===== src/logic/cvs_pkg.sv =====
// package: constants and types for the core voltage setpoint two-wire slave
package cvs_pkg;
  localparam logic [6:0] CVS_SLAVE_ADDR   = 7'h4C; // arbitrary slave address
  localparam logic [7:0] CVS_RESET_VALUE  = 8'h19; // slew 01, voltage 1001
  localparam int         CVS_VCODE_LSB    = 0;
  localparam int         CVS_VCODE_MSB    = 3;
  localparam int         CVS_SLEW_LSB     = 4;
  localparam int         CVS_SLEW_MSB     = 5;
  localparam logic [1:0] CVS_SLEW_5UA     = 2'h0;
  localparam logic [1:0] CVS_SLEW_10UA    = 2'h1;
  localparam logic [1:0] CVS_SLEW_24UA    = 2'h2;
  localparam logic [1:0] CVS_SLEW_47UA    = 2'h3;
  localparam logic [1:0] CVS_SLEW_FIXED   = CVS_SLEW_10UA;
  // setpoint in millivolts: base plus step times code
  localparam int         CVS_BASE_MV      = 850;
  localparam int         CVS_STEP_MV      = 50;
  // overvoltage persistence time and clock rate
  localparam int         CVS_OV_TIME_NS10 = 15;   // 1.5 us in units of 100 ns
  localparam int         CVS_CLK_MHZ      = 100;
  localparam int         CVS_OV_CYCLES    = CVS_OV_TIME_NS10 * CVS_CLK_MHZ / 10;
  localparam int         CVS_OVC_W        = 8;
  localparam logic [3:0] CVS_BIT_LAST     = 4'h7;
  localparam logic [3:0] CVS_BIT_ACK      = 4'h8;

  typedef enum logic [5:0] {
    CVS_IDLE  = 6'b000001,
    CVS_ADDR  = 6'b000010,
    CVS_WDATA = 6'b000100,
    CVS_RDATA = 6'b001000,
    CVS_ACK   = 6'b010000,
    CVS_RACK  = 6'b100000
  } cvs_state_t;

  typedef struct packed {
    logic [1:0] slew;
    logic [3:0] vcode;
  } cvs_setpoint_t;

  typedef struct packed {
    logic ov_above_114;
    logic ov_above_106;
    logic uv_below_86;
    logic uv_below_94;
  } cvs_cmp_t;
endpackage : cvs_pkg


===== src/logic/cvs_core.sv =====
// module: two-wire slave, setpoint register and fault indicators
`timescale 1ns/1ps
module cvs_core #(
  parameter logic [6:0] SLAVE_ADDR = cvs_pkg::CVS_SLAVE_ADDR,
  parameter int         OV_CYCLES  = cvs_pkg::CVS_OV_CYCLES
) (
  // clock and reset
  input  wire logic                   clock,
  input  wire logic                   sys_rst,
  // two-wire bus pins, also voltage code bits 0 and 1
  input  wire logic                   scl_in,
  input  wire logic                   sda_in,
  output logic                        sda_out,
  output logic                        sda_oe_n,
  // pin strap and extra code pins
  input  wire logic                   code_source_select,
  input  wire logic [1:0]             voltage_code_hi,
  // regulator enable
  input  wire logic                   regulator_enable,
  // comparator inputs, analog side
  input  wire cvs_pkg::cvs_cmp_t      cmp,
  input  wire logic                   ldo_sram_ok,
  input  wire logic                   ldo_pll_ok,
  // outputs to analog side
  output cvs_pkg::cvs_setpoint_t      setpoint,
  output logic [10:0]                 setpoint_mv,
  output logic [3:0]                  ramp_source_sel,
  output logic                        phase_tristate,
  output logic                        overvoltage_fault,
  output logic                        undervoltage_fault,
  output logic                        outputs_in_tolerance,
  output logic                        outputs_in_tolerance_oe_n,
  output logic [7:0]                  voltage_slew_program
);

  function automatic logic [10:0] code_to_mv(input logic [3:0] code);
    code_to_mv = 11'(cvs_pkg::CVS_BASE_MV + cvs_pkg::CVS_STEP_MV * int'(code));
  endfunction : code_to_mv

  function automatic logic [3:0] slew_to_sel(input logic [1:0] s);
    case (s)
      cvs_pkg::CVS_SLEW_5UA:  slew_to_sel = 4'h1;
      cvs_pkg::CVS_SLEW_10UA: slew_to_sel = 4'h2;
      cvs_pkg::CVS_SLEW_24UA: slew_to_sel = 4'h4;
      default:                slew_to_sel = 4'h8;
    endcase
  endfunction : slew_to_sel

  // pin synchronisers
  logic [1:0] scl_sync;
  logic [1:0] sda_sync;
  logic [1:0] sel_sync;
  logic [1:0] vhi0_sync;
  logic [1:0] vhi1_sync;
  logic [3:0] cmp0_sync;
  logic [3:0] cmp1_sync;
  logic [1:0] ldo0_sync;
  logic [1:0] ldo1_sync;
  logic [1:0] en0_sync;
  logic       en_s;
  logic       scl_d;
  logic       sda_d;

  always_ff @(posedge clock) begin
    if (sys_rst) begin
      scl_sync  <= 2'h3;
      sda_sync  <= 2'h3;
      sel_sync  <= 2'h0;
      vhi0_sync <= 2'h0;
      vhi1_sync <= 2'h0;
      cmp0_sync <= 4'h0;
      cmp1_sync <= 4'h0;
      ldo0_sync <= 2'h0;
      ldo1_sync <= 2'h0;
      en0_sync  <= 2'h0;
      en_s      <= 1'b0;
      scl_d     <= 1'b1;
      sda_d     <= 1'b1;
    end else begin
      scl_sync  <= {scl_sync[0], scl_in};
      sda_sync  <= {sda_sync[0], sda_in};
      sel_sync  <= {sel_sync[0], code_source_select};
      vhi0_sync <= {vhi0_sync[0], voltage_code_hi[0]};
      vhi1_sync <= {vhi1_sync[0], voltage_code_hi[1]};
      cmp0_sync <= cmp;
      cmp1_sync <= cmp0_sync;
      ldo0_sync <= {ldo_sram_ok, ldo_pll_ok};
      ldo1_sync <= ldo0_sync;
      en0_sync  <= {en0_sync[0], regulator_enable};
      en_s      <= en0_sync[1];
      scl_d     <= scl_sync[1];
      sda_d     <= sda_sync[1];
    end
  end

  logic scl_s;
  logic sda_s;
  logic bus_mode;
  logic scl_rise;
  logic scl_fall;
  logic start_det;
  logic stop_det;
  assign scl_s     = scl_sync[1];
  assign sda_s     = sda_sync[1];
  assign bus_mode  = ~sel_sync[1];
  assign scl_rise  = bus_mode & scl_s & ~scl_d;
  assign scl_fall  = bus_mode & ~scl_s & scl_d;
  assign start_det = bus_mode & scl_s & scl_d & sda_d & ~sda_s;
  assign stop_det  = bus_mode & scl_s & scl_d & ~sda_d & sda_s;

  // bus state machine
  cvs_pkg::cvs_state_t state;
  logic [3:0]          bit_cnt;
  logic [7:0]          shreg;
  logic                is_read;
  logic [7:0]          prog;
  logic                ack_is_data;

  always_ff @(posedge clock) begin
    if (sys_rst) begin
      state   <= cvs_pkg::CVS_IDLE;
      bit_cnt <= 4'h0;
      shreg   <= 8'h00;
      is_read <= 1'b0;
    end else if (!bus_mode || stop_det) begin
      state   <= cvs_pkg::CVS_IDLE;
      bit_cnt <= 4'h0;
    end else if (start_det) begin
      state   <= cvs_pkg::CVS_ADDR;
      bit_cnt <= 4'h0;
    end else begin
      case (state)
        cvs_pkg::CVS_ADDR: begin
          if (scl_rise) begin
            shreg   <= {shreg[6:0], sda_s};
            bit_cnt <= bit_cnt + 4'h1;
          end else if (scl_fall && bit_cnt == cvs_pkg::CVS_BIT_ACK) begin
            if (shreg[7:1] == SLAVE_ADDR) begin
              state   <= cvs_pkg::CVS_ACK;
              is_read <= shreg[0];
            end else begin
              state <= cvs_pkg::CVS_IDLE;
            end
            bit_cnt <= 4'h0;
          end
        end
        cvs_pkg::CVS_WDATA: begin
          if (scl_rise) begin
            shreg   <= {shreg[6:0], sda_s};
            bit_cnt <= bit_cnt + 4'h1;
          end else if (scl_fall && bit_cnt == cvs_pkg::CVS_BIT_ACK) begin
            state   <= cvs_pkg::CVS_ACK;
            bit_cnt <= 4'h0;
          end
        end
        cvs_pkg::CVS_ACK: begin
          if (scl_fall) begin
            state   <= is_read ? cvs_pkg::CVS_RDATA : cvs_pkg::CVS_WDATA;
            shreg   <= prog;
            bit_cnt <= 4'h0;
          end
        end
        cvs_pkg::CVS_RDATA: begin
          if (scl_fall) begin
            if (bit_cnt == cvs_pkg::CVS_BIT_LAST) begin
              state <= cvs_pkg::CVS_RACK;
            end else begin
              shreg <= {shreg[6:0], 1'b0};
            end
            bit_cnt <= bit_cnt + 4'h1;
          end
        end
        cvs_pkg::CVS_RACK: begin
          if (scl_rise) begin
            is_read <= sda_s;
          end else if (scl_fall) begin
            state   <= is_read ? cvs_pkg::CVS_IDLE : cvs_pkg::CVS_RDATA;
            shreg   <= prog;
            bit_cnt <= 4'h0;
            if (!is_read) begin
              is_read <= 1'b1;
            end
          end
        end
        cvs_pkg::CVS_IDLE: begin
          bit_cnt <= 4'h0;
        end
        default: begin
          state <= cvs_pkg::CVS_IDLE;
        end
      endcase
    end
  end

  // pending acknowledge closes a data byte, not the address byte
  always_ff @(posedge clock) begin
    if (sys_rst) begin
      ack_is_data <= 1'b0;
    end else if (state == cvs_pkg::CVS_WDATA) begin
      ack_is_data <= 1'b1;
    end else if (state != cvs_pkg::CVS_ACK) begin
      ack_is_data <= 1'b0;
    end
  end

  // data line drive: low enable means driving
  always_ff @(posedge clock) begin
    if (sys_rst) begin
      sda_out  <= 1'b1;
      sda_oe_n <= 1'b1;
    end else begin
      sda_out <= 1'b0;
      if (state == cvs_pkg::CVS_ACK) begin
        sda_oe_n <= 1'b0;
      end else if (state == cvs_pkg::CVS_RDATA) begin
        sda_oe_n <= shreg[7];
      end else begin
        sda_oe_n <= 1'b1;
      end
    end
  end

  // setpoint register, survives regulator enable low
  always_ff @(posedge clock) begin
    if (sys_rst) begin
      prog <= cvs_pkg::CVS_RESET_VALUE;
    end else if (state == cvs_pkg::CVS_ACK && !is_read && scl_rise
                 && bus_mode && ack_is_data) begin
      prog <= shreg;
    end
  end

  // applied setpoint: bus register or pins
  logic [3:0] pin_code;
  assign pin_code = {vhi1_sync[1], vhi0_sync[1], sda_s, scl_s};

  always_ff @(posedge clock) begin
    if (sys_rst) begin
      setpoint        <= '{slew: cvs_pkg::CVS_RESET_VALUE[5:4],
                           vcode: cvs_pkg::CVS_RESET_VALUE[3:0]};
      setpoint_mv     <= code_to_mv(cvs_pkg::CVS_RESET_VALUE[3:0]);
      ramp_source_sel <= slew_to_sel(cvs_pkg::CVS_RESET_VALUE[5:4]);
    end else if (bus_mode) begin
      setpoint.vcode  <= prog[cvs_pkg::CVS_VCODE_MSB:cvs_pkg::CVS_VCODE_LSB];
      setpoint.slew   <= prog[cvs_pkg::CVS_SLEW_MSB:cvs_pkg::CVS_SLEW_LSB];
      setpoint_mv     <= code_to_mv(prog[cvs_pkg::CVS_VCODE_MSB:cvs_pkg::CVS_VCODE_LSB]);
      ramp_source_sel <= slew_to_sel(prog[cvs_pkg::CVS_SLEW_MSB:cvs_pkg::CVS_SLEW_LSB]);
    end else begin
      setpoint.vcode  <= pin_code;
      setpoint.slew   <= cvs_pkg::CVS_SLEW_FIXED;
      setpoint_mv     <= code_to_mv(pin_code);
      ramp_source_sel <= slew_to_sel(cvs_pkg::CVS_SLEW_FIXED);
    end
  end

  always_ff @(posedge clock) begin
    if (sys_rst) begin
      voltage_slew_program <= cvs_pkg::CVS_RESET_VALUE;
    end else begin
      voltage_slew_program <= prog;
    end
  end

  // overvoltage with persistence and hysteresis
  cvs_pkg::cvs_cmp_t          c;
  logic [cvs_pkg::CVS_OVC_W-1:0] ov_cnt;
  assign c = cmp1_sync;

  always_ff @(posedge clock) begin
    if (sys_rst) begin
      ov_cnt            <= '0;
      overvoltage_fault <= 1'b0;
    end else if (overvoltage_fault) begin
      ov_cnt <= '0;
      if (!c.ov_above_106) begin
        overvoltage_fault <= 1'b0;
      end
    end else if (c.ov_above_114) begin
      if (ov_cnt >= cvs_pkg::CVS_OVC_W'(OV_CYCLES)) begin
        overvoltage_fault <= 1'b1;
      end else begin
        ov_cnt <= ov_cnt + 1'b1;
      end
    end else begin
      ov_cnt <= '0;
    end
  end

  always_ff @(posedge clock) begin
    if (sys_rst) begin
      undervoltage_fault <= 1'b0;
    end else if (c.uv_below_86) begin
      undervoltage_fault <= 1'b1;
    end else if (!c.uv_below_94) begin
      undervoltage_fault <= 1'b0;
    end
  end

  assign phase_tristate = overvoltage_fault | ~en_s;

  // tolerance indicator, open drain, follows faults
  logic all_in_reg;
  assign all_in_reg = en_s & ~overvoltage_fault & ~undervoltage_fault
                      & ldo1_sync[1] & ldo1_sync[0];

  always_ff @(posedge clock) begin
    if (sys_rst) begin
      outputs_in_tolerance      <= 1'b0;
      outputs_in_tolerance_oe_n <= 1'b0;
    end else begin
      outputs_in_tolerance      <= 1'b0;
      outputs_in_tolerance_oe_n <= all_in_reg;
    end
  end

endmodule : cvs_core


===== config.mk =====
export PLATFORM = sky130hd
export DESIGN_NAME = cvs_core
export DESIGN_NICKNAME = d
export VERILOG_FILES = /design/src/logic/cvs_pkg.sv /design/src/logic/cvs_core.sv
export SDC_FILE = /design/constraint.sdc
export NUM_CORES = 1
export LEC_CHECK = 0
export BUFFER_PORTS_ARGS = -buffer_cell sky130_fd_sc_hd__buf_2
export CORE_MARGIN = 2
export CORE_UTILIZATION = 25
export DETAILED_ROUTE_END_ITERATION = 12
export GPL_TIMING_DRIVEN = 0
export PLACE_DENSITY = 0.46
export SLEW_MARGIN = 10
export SYNTH_ARGS = -nofsm -noshare
export SYNTH_HDL_FRONTEND = slang
export SYNTH_SLANG_ARGS = --single-unit

===== constraint.sdc =====
create_clock -name clock -period 2.4 [get_ports clock]
set_input_delay 0 -clock clock [delete_from_list [all_inputs] [get_ports clock]]
set_output_delay 0 -clock clock [all_outputs]
set_load 0.01 [all_outputs]

==> Word level (Yosys, flattened, before mapping) <==
Index checks and enable logic that the tools add are counted.
{ "classes": {"add_sub_neg": 4, "mul": 2, "n_lt_le_gt_ge": 1, "eq_ne": 37, "n_mux": 46, "bitwise_logic": 26, "reduce_logical": 22} }
{ "ops": {"columns": ["op", "count"], "rows": [
  ["6-bit two-way mux", 9],
  ["8-bit two-way mux", 5],
  ["6-bit case mux with 6 select lines", 1],
  ["4-bit two-way mux", 8],
  ["8-bit case mux with 4 select lines", 1],
  ["3-bit != test (second input constant)", 10],
  ["2-bit != test (second input constant)", 12],
  ["10-bit by 10-bit adder with 11-bit output (first input constant)", 2],
  ["4-bit case mux with 5 select lines", 1],
  ["10-bit AND reduction", 2],
  ["5-bit by 4-bit multiplier with 9-bit output (first input constant)", 2],
  ["1-bit two-way mux", 16],
  ["7-bit AND reduction", 2],
  ["1-bit AND", 13],
  ["1-bit NOT", 12],
  ["4-bit case mux with 3 select lines", 1],
  ["11-bit two-way mux", 1],
  ["8-bit by 1-bit adder with 8-bit output (second input constant)", 1],
  ["8-bit greater-or-equal comparator (second input constant)", 1],
  ["7-bit == test (second input constant)", 1],
  ["6-bit by 1-bit == test with 1-bit output (second input constant)", 1],
  ["6-bit by 2-bit == test with 1-bit output (second input constant)", 1],
  ["6-bit by 3-bit == test with 1-bit output (second input constant)", 1],
  ["6-bit by 4-bit == test with 1-bit output (second input constant)", 1],
  ["24 further kinds", 33]
]} }
{ "totals": {"reg_bits": 97, "inputBits": 14, "word_cells": 169} }

==> Depth between registers and ports, before layout <==
{ "depth": {"ltp_word": 8, "depth_mapped": 10, "depth_no_buf": 10} }

==> Worst setup path after synthesis <==
No wires, ideal clock.
{ "synth_timing": {"kind": "register -> register", "from": "register sel_sync[1]", "to": "register setpoint_mv[9]", "setup_time_ns": 0.121, "arrival_time_ns": 2.380, "t_required_ns": 2.279, "slack_ns": -0.101, "stages_incl_launch_ff": 11, "synth_period_minus_slack_ns": 2.501, "cell_sequence": "dfxtp_1 clkbuf_1 clkbuf_1 nand2_1 o21ai_0 ha_1 a21oi_1 a211oi_1 nor2_1 o22ai_1 mux2_2"} }
{ "synth_via": {"elab_chain_cells": 1} }
{ "synth_lines": {"columns": ["element", "line_no", "source"], "rows": [
  ["from (decl)", "cvs_core.sv:52", "logic [1:0] sel_sync;"],
  ["from (signal assigned)", "cvs_core.sv:82", "sel_sync <= {sel_sync[0], code_source_select};"],
  ["11-bit two-way mux", "cvs_core.sv:243", "end else if (bus_mode) begin"],
  ["to (signal assigned)", "cvs_core.sv:241", "setpoint_mv <= code_to_mv(cvs_pkg::CVS_RESET_VALUE[3:0]);"],
  ["to (signal assigned)", "cvs_core.sv:246", "setpoint_mv <= code_to_mv(prog[cvs_pkg::CVS_VCODE_MSB:cvs_pkg::CVS_VCODE_LSB]);"],
  ["to (signal assigned)", "cvs_core.sv:251", "setpoint_mv <= code_to_mv(pin_code);"],
  ["to (decl)", "cvs_core.sv:26", "output logic [10:0] setpoint_mv,"]
]} }
Every way passes these cells.
A chain may end at the register's enable or synchronous reset.

==> Worst setup path in the final report <==
{ "layout_timing": {"from": "register prog[2]", "to": "register setpoint_mv[9]"} }
{ "layout_via": {"elab_chain_cells": 3} }
{ "layout_lines": {"columns": ["element", "line_no", "source"], "rows": [
  ["from (decl)", "cvs_core.sv:116", "logic [7:0] prog;"],
  ["from (signal assigned)", "cvs_core.sv:226", "prog <= cvs_pkg::CVS_RESET_VALUE;"],
  ["from (signal assigned)", "cvs_core.sv:229", "prog <= shreg;"],
  ["5-bit by 4-bit multiplier with 9-bit output", "cvs_core.sv:37", "code_to_mv = 11'(cvs_pkg::CVS_BASE_MV + cvs_pkg::CVS_STEP_MV * int'(code));"],
  ["10-bit by 10-bit adder with 11-bit output", "cvs_core.sv:37", null],
  ["11-bit two-way mux", "cvs_core.sv:243", null]
]} }
Every way passes these cells.

==> impl_metrics.env <==
export IMPL_outcome="finished clean"
export IMPL_switchingPower_w=0.000953
export IMPL_preCtsSetupSlack_ns=-0.370
export IMPL_relSlewSlack_pct=56.7
export IMPL_instances_no_fill=760
export IMPL_syn_inst=455
export IMPL_async_reset_ff_share_pct=0
export IMPL_combPwrFrac_pct=10.4
export IMPL_drt_iter0_markers=201
export IMPL_cts_tree="built"
export IMPL_cp_start_kind="flop"
export IMPL_ant_nets=0
export IMPL_clkTransAtPathRegs_ns=0.08
export IMPL_drc=0
export IMPL_grt_first_pass_wirelength_um=16700
export IMPL_port_buffers=47
export IMPL_period_share_pct=96.2
export IMPL_synth_seq_cells=96
export IMPL_hp_class="primary input to flop"
export IMPL_dp_cells=728
export IMPL_yosysTopAreaCell="dfxtp_1"
export IMPL_fin_util_pct=31.9
export IMPL_syn_cell_area_um2=4320
export IMPL_cp_common_cell="ha_1"
export IMPL_drive_above_1_share_pct=24.1
export IMPL_die_h_um=135
export IMPL_ys_flop_type="dfxtp_1"
export IMPL_worst_path_largest_cell_delay_ns=0.44
export IMPL_routed_wl_um=10300
export IMPL_leakage_nw=2.17
export IMPL_synth_top_area_share_pct=44.5
export IMPL_ctsRootBufferMaster="clkbuf_16"
export IMPL_dp_final_hpwl_um=7450
export IMPL_postSynthAreaPerCell_um2=9.50
export IMPL_diodes=0
export IMPL_register_area_um2=1940
export IMPL_synthTopCellsByArea="dfxtp_1 44%, ha_1 6.7%, mux2i_1 5.6%"
export IMPL_worstPathRequired_ns=2.65
export IMPL_max_freq_mhz=433
export IMPL_dr_total_vias=3426
export IMPL_critPathSlowestCell="dfxtp_2"
export IMPL_clkLatencyLatePin_ns=0.35
export IMPL_finalNetCount=569
export IMPL_initial_core_util_pct=25.2
export IMPL_p_seq_share_pct=47.4
export IMPL_first_global_vias=3376
export IMPL_grt_usage_pct=11.7
export IMPL_period_minus_slack_ns=2.31
export IMPL_cts_htree_levels=3
export IMPL_seq_area_frac_synth_pct=44.5
export IMPL_worst_pin_slew_ns=0.650
export IMPL_maxCapViolCount=0
export IMPL_power_share_switching_pct=27.4
export IMPL_design_area_um2=5450
export IMPL_setup_violations_final=0
export IMPL_worst_slack_ns=0.0924
export IMPL_globalRoute_totalOverflow=0
export IMPL_vias_per_cell=4.51
export IMPL_multi_input_area_um2=2320
export IMPL_antenna_found_initial=0
export IMPL_p_int_w=0.00253
export IMPL_post_drt_wl_per_cell_um=13.5
export IMPL_cp_arrival_ns=2.56
export IMPL_synth_edff_count=0
export IMPL_post_synth_top_count_cell="dfxtp_1"
export IMPL_cts_sinks=96
export IMPL_final_setup_tns_ns=0
export IMPL_skew_ns=0.0100
export IMPL_ctsLongestPathBuffers=2
export IMPL_yosysUniqueCellTypes=60
export IMPL_area_growth_pct=26.2
export IMPL_p_per_area_nw_per_um2=639
export IMPL_path_class="flop to flop"
export IMPL_cp_max_fo=8
export IMPL_grt_start_max_net_pins=21
export IMPL_final_max_slew_viol_count=0
export IMPL_synth_warnings=0
export IMPL_std_cell_rows=48
export IMPL_irDropWorstVdd_mv=0.431
export IMPL_place_area_um2=4840
export IMPL_crit_chain="inv_1 -> ha_1 -> inv_1 -> ha_1 -> ha_1 -> nor3_1 -> nor3_2 -> o22ai_2 -> mux2_2"
export IMPL_firstDrtPassIters=4
export IMPL_synth_common_cells="96 x dfxtp_1, 46 x nor2_1, 29 x nor2b_1"
export IMPL_die_x_um=135
export IMPL_core_um2=17100
export IMPL_nFillCells=1778
export IMPL_pwr_share_clk_pct=42.2
export IMPL_rsz0062_at_grt="yes"
export IMPL_io_pins=50
export IMPL_cts_buffers=9
export IMPL_hold_viol_final=0
export IMPL_place_congestion=0.835
export IMPL_endpoint_kind="flop"
export IMPL_die_area_um2=18400
==> cells in the final DEF, fill, tap and decap left out, types with 10 or more instances in the layout <==
| master | netlist | layout |
|---|---|---|
| a21oi_1 | 19 | 18 |
| buf_2 | 0 | 48 |
| clkbuf_1 | 17 | 11 |
| dfxtp_1 | 96 | 87 |
| dlygate4sd3_1 | 0 | 13 |
| ha_1 | 23 | 20 |
| inv_1 | 20 | 20 |
| mux2i_1 | 24 | 23 |
| nand2_1 | 18 | 18 |
| nand3_1 | 11 | 10 |
| nor2_1 | 46 | 45 |
| nor2b_1 | 29 | 27 |
| o21ai_0 | 17 | 15 |
| or2_2 | 10 | 10 |
| xnor2_1 | 11 | 11 |
==> what timing repair did <==
| action | 4_1_cts | 5_1_grt |
|---|---|---|
| pin swaps | 1 | 5 |
| setup endpoints to repair | 25 | 21 |
| hold buffers | 13 | 0 |
| buffers inserted | 2 | 2 |
| hold endpoints to repair | 13 | 0 |
| resized for setup | 14 | 31 |
==> area by class of cell <==
type                            instances  share of cell area [%]
Buffer                                 20                    2.09
Inverter                               20                    1.38
Tap cell                              225                    5.16
Clock inverter                          7                    1.67
Multi-Input combinational cell        319                    42.5
Sequential cell                        96                    35.6
Timing Repair Buffer                   64                    7.48
Clock buffer                            9                    4.13
==> metrics by stage <==
stage	hold slack (ns)	power, W
floorplan	0.0277	0.00192
global placement	0.119	0.00201
detailed placement	0.123	0.00202
CTS	0.282	0.00354
global route	0.303	0.00365
finish	0.301	0.00348
==> critical path: cells and delay by family, from the launching register on <==
| family | cells | cell delay, ns |
|---|---|---|
| compound gates | 1 | 0.17 |
| fa+ha+maj | 3 | 0.76 |
| buf+inv | 2 | 0.13 |
| flops | 1 | 0.44 |
| mux | 1 | 0.36 |
| simple gates | 2 | 0.34 |
==> final timing paths <==
path                     startpoint                   endpoint  slack (ns)  depth (start not counted)
min                         sys_rst            sda_out$_DFF_P_        0.30                          2
max            prog[2]$_SDFFE_PP0P_  setpoint_mv[9]$_SDFF_PP0_        0.09                          9
max reg2reg    prog[2]$_SDFFE_PP0P_  setpoint_mv[9]$_SDFF_PP0_        0.09                          9
min reg2reg  sda_sync[0]$_SDFF_PP1_     sda_sync[1]$_SDFF_PP1_        0.41                          1
==> flip-flops by register name (all words and copies together), names as in the netlist, 2 cells and up <==
register,cells
setpoint,6
ramp_source_sel,4
vhi0_sync,2
shreg,8
sda_sync,2
voltage_slew_program,8
ldo1_sync,2
c,4
setpoint_mv,10
scl_sync,2
prog,8
ov_cnt,8
vhi1_sync,2
state,6
sel_sync,2
cmp0_sync,4
bit_cnt,4
en0_sync,2
ldo0_sync,2
==> per-layer routing <==
layer | vias up | global-route usage, % | wire length [um]
li1 | 1733 | - | -
met1 | 1606 | 15.1 | 4830
met2 | 78 | 18.6 | 4810
met3 | 9 | 3.89 | 508
met4 | 0 | 3.65 | 145
met5 | - | 0 | 0
==> power groups by stage <==
stage / clock network, W / registers [W] / logic (W)
CTS: 0.00153 / 0.00165 / 0.000353
global placement: 0 / 0.00169 / 0.000324
detailed placement: 0 / 0.00169 / 0.000328
global route: 0.00159 / 0.00166 / 0.000403
floorplan: 0 / 0.00169 / 0.000236
finish: 0.00147 / 0.00165 / 0.000363
==> cells by family (layout without fill, tap and decap cells) <==
kind of cell | count (synthesis) | in the layout | share of synthesized area (%)
buffers and inverters | 41 | 120 | 3.91
muxes | 33 | 33 | 7.90
and+or+nand+nor | 168 | 168 | 21.1
other | 1 | 2 | 0.0868
AOI/OAI and AO/OA | 75 | 75 | 11.7
xor gates and xnor gates | 16 | 16 | 3.24
adders and majority gates | 25 | 25 | 7.59
DFF | 96 | 96 | 44.5
Power figures use the tool's default switching activity.
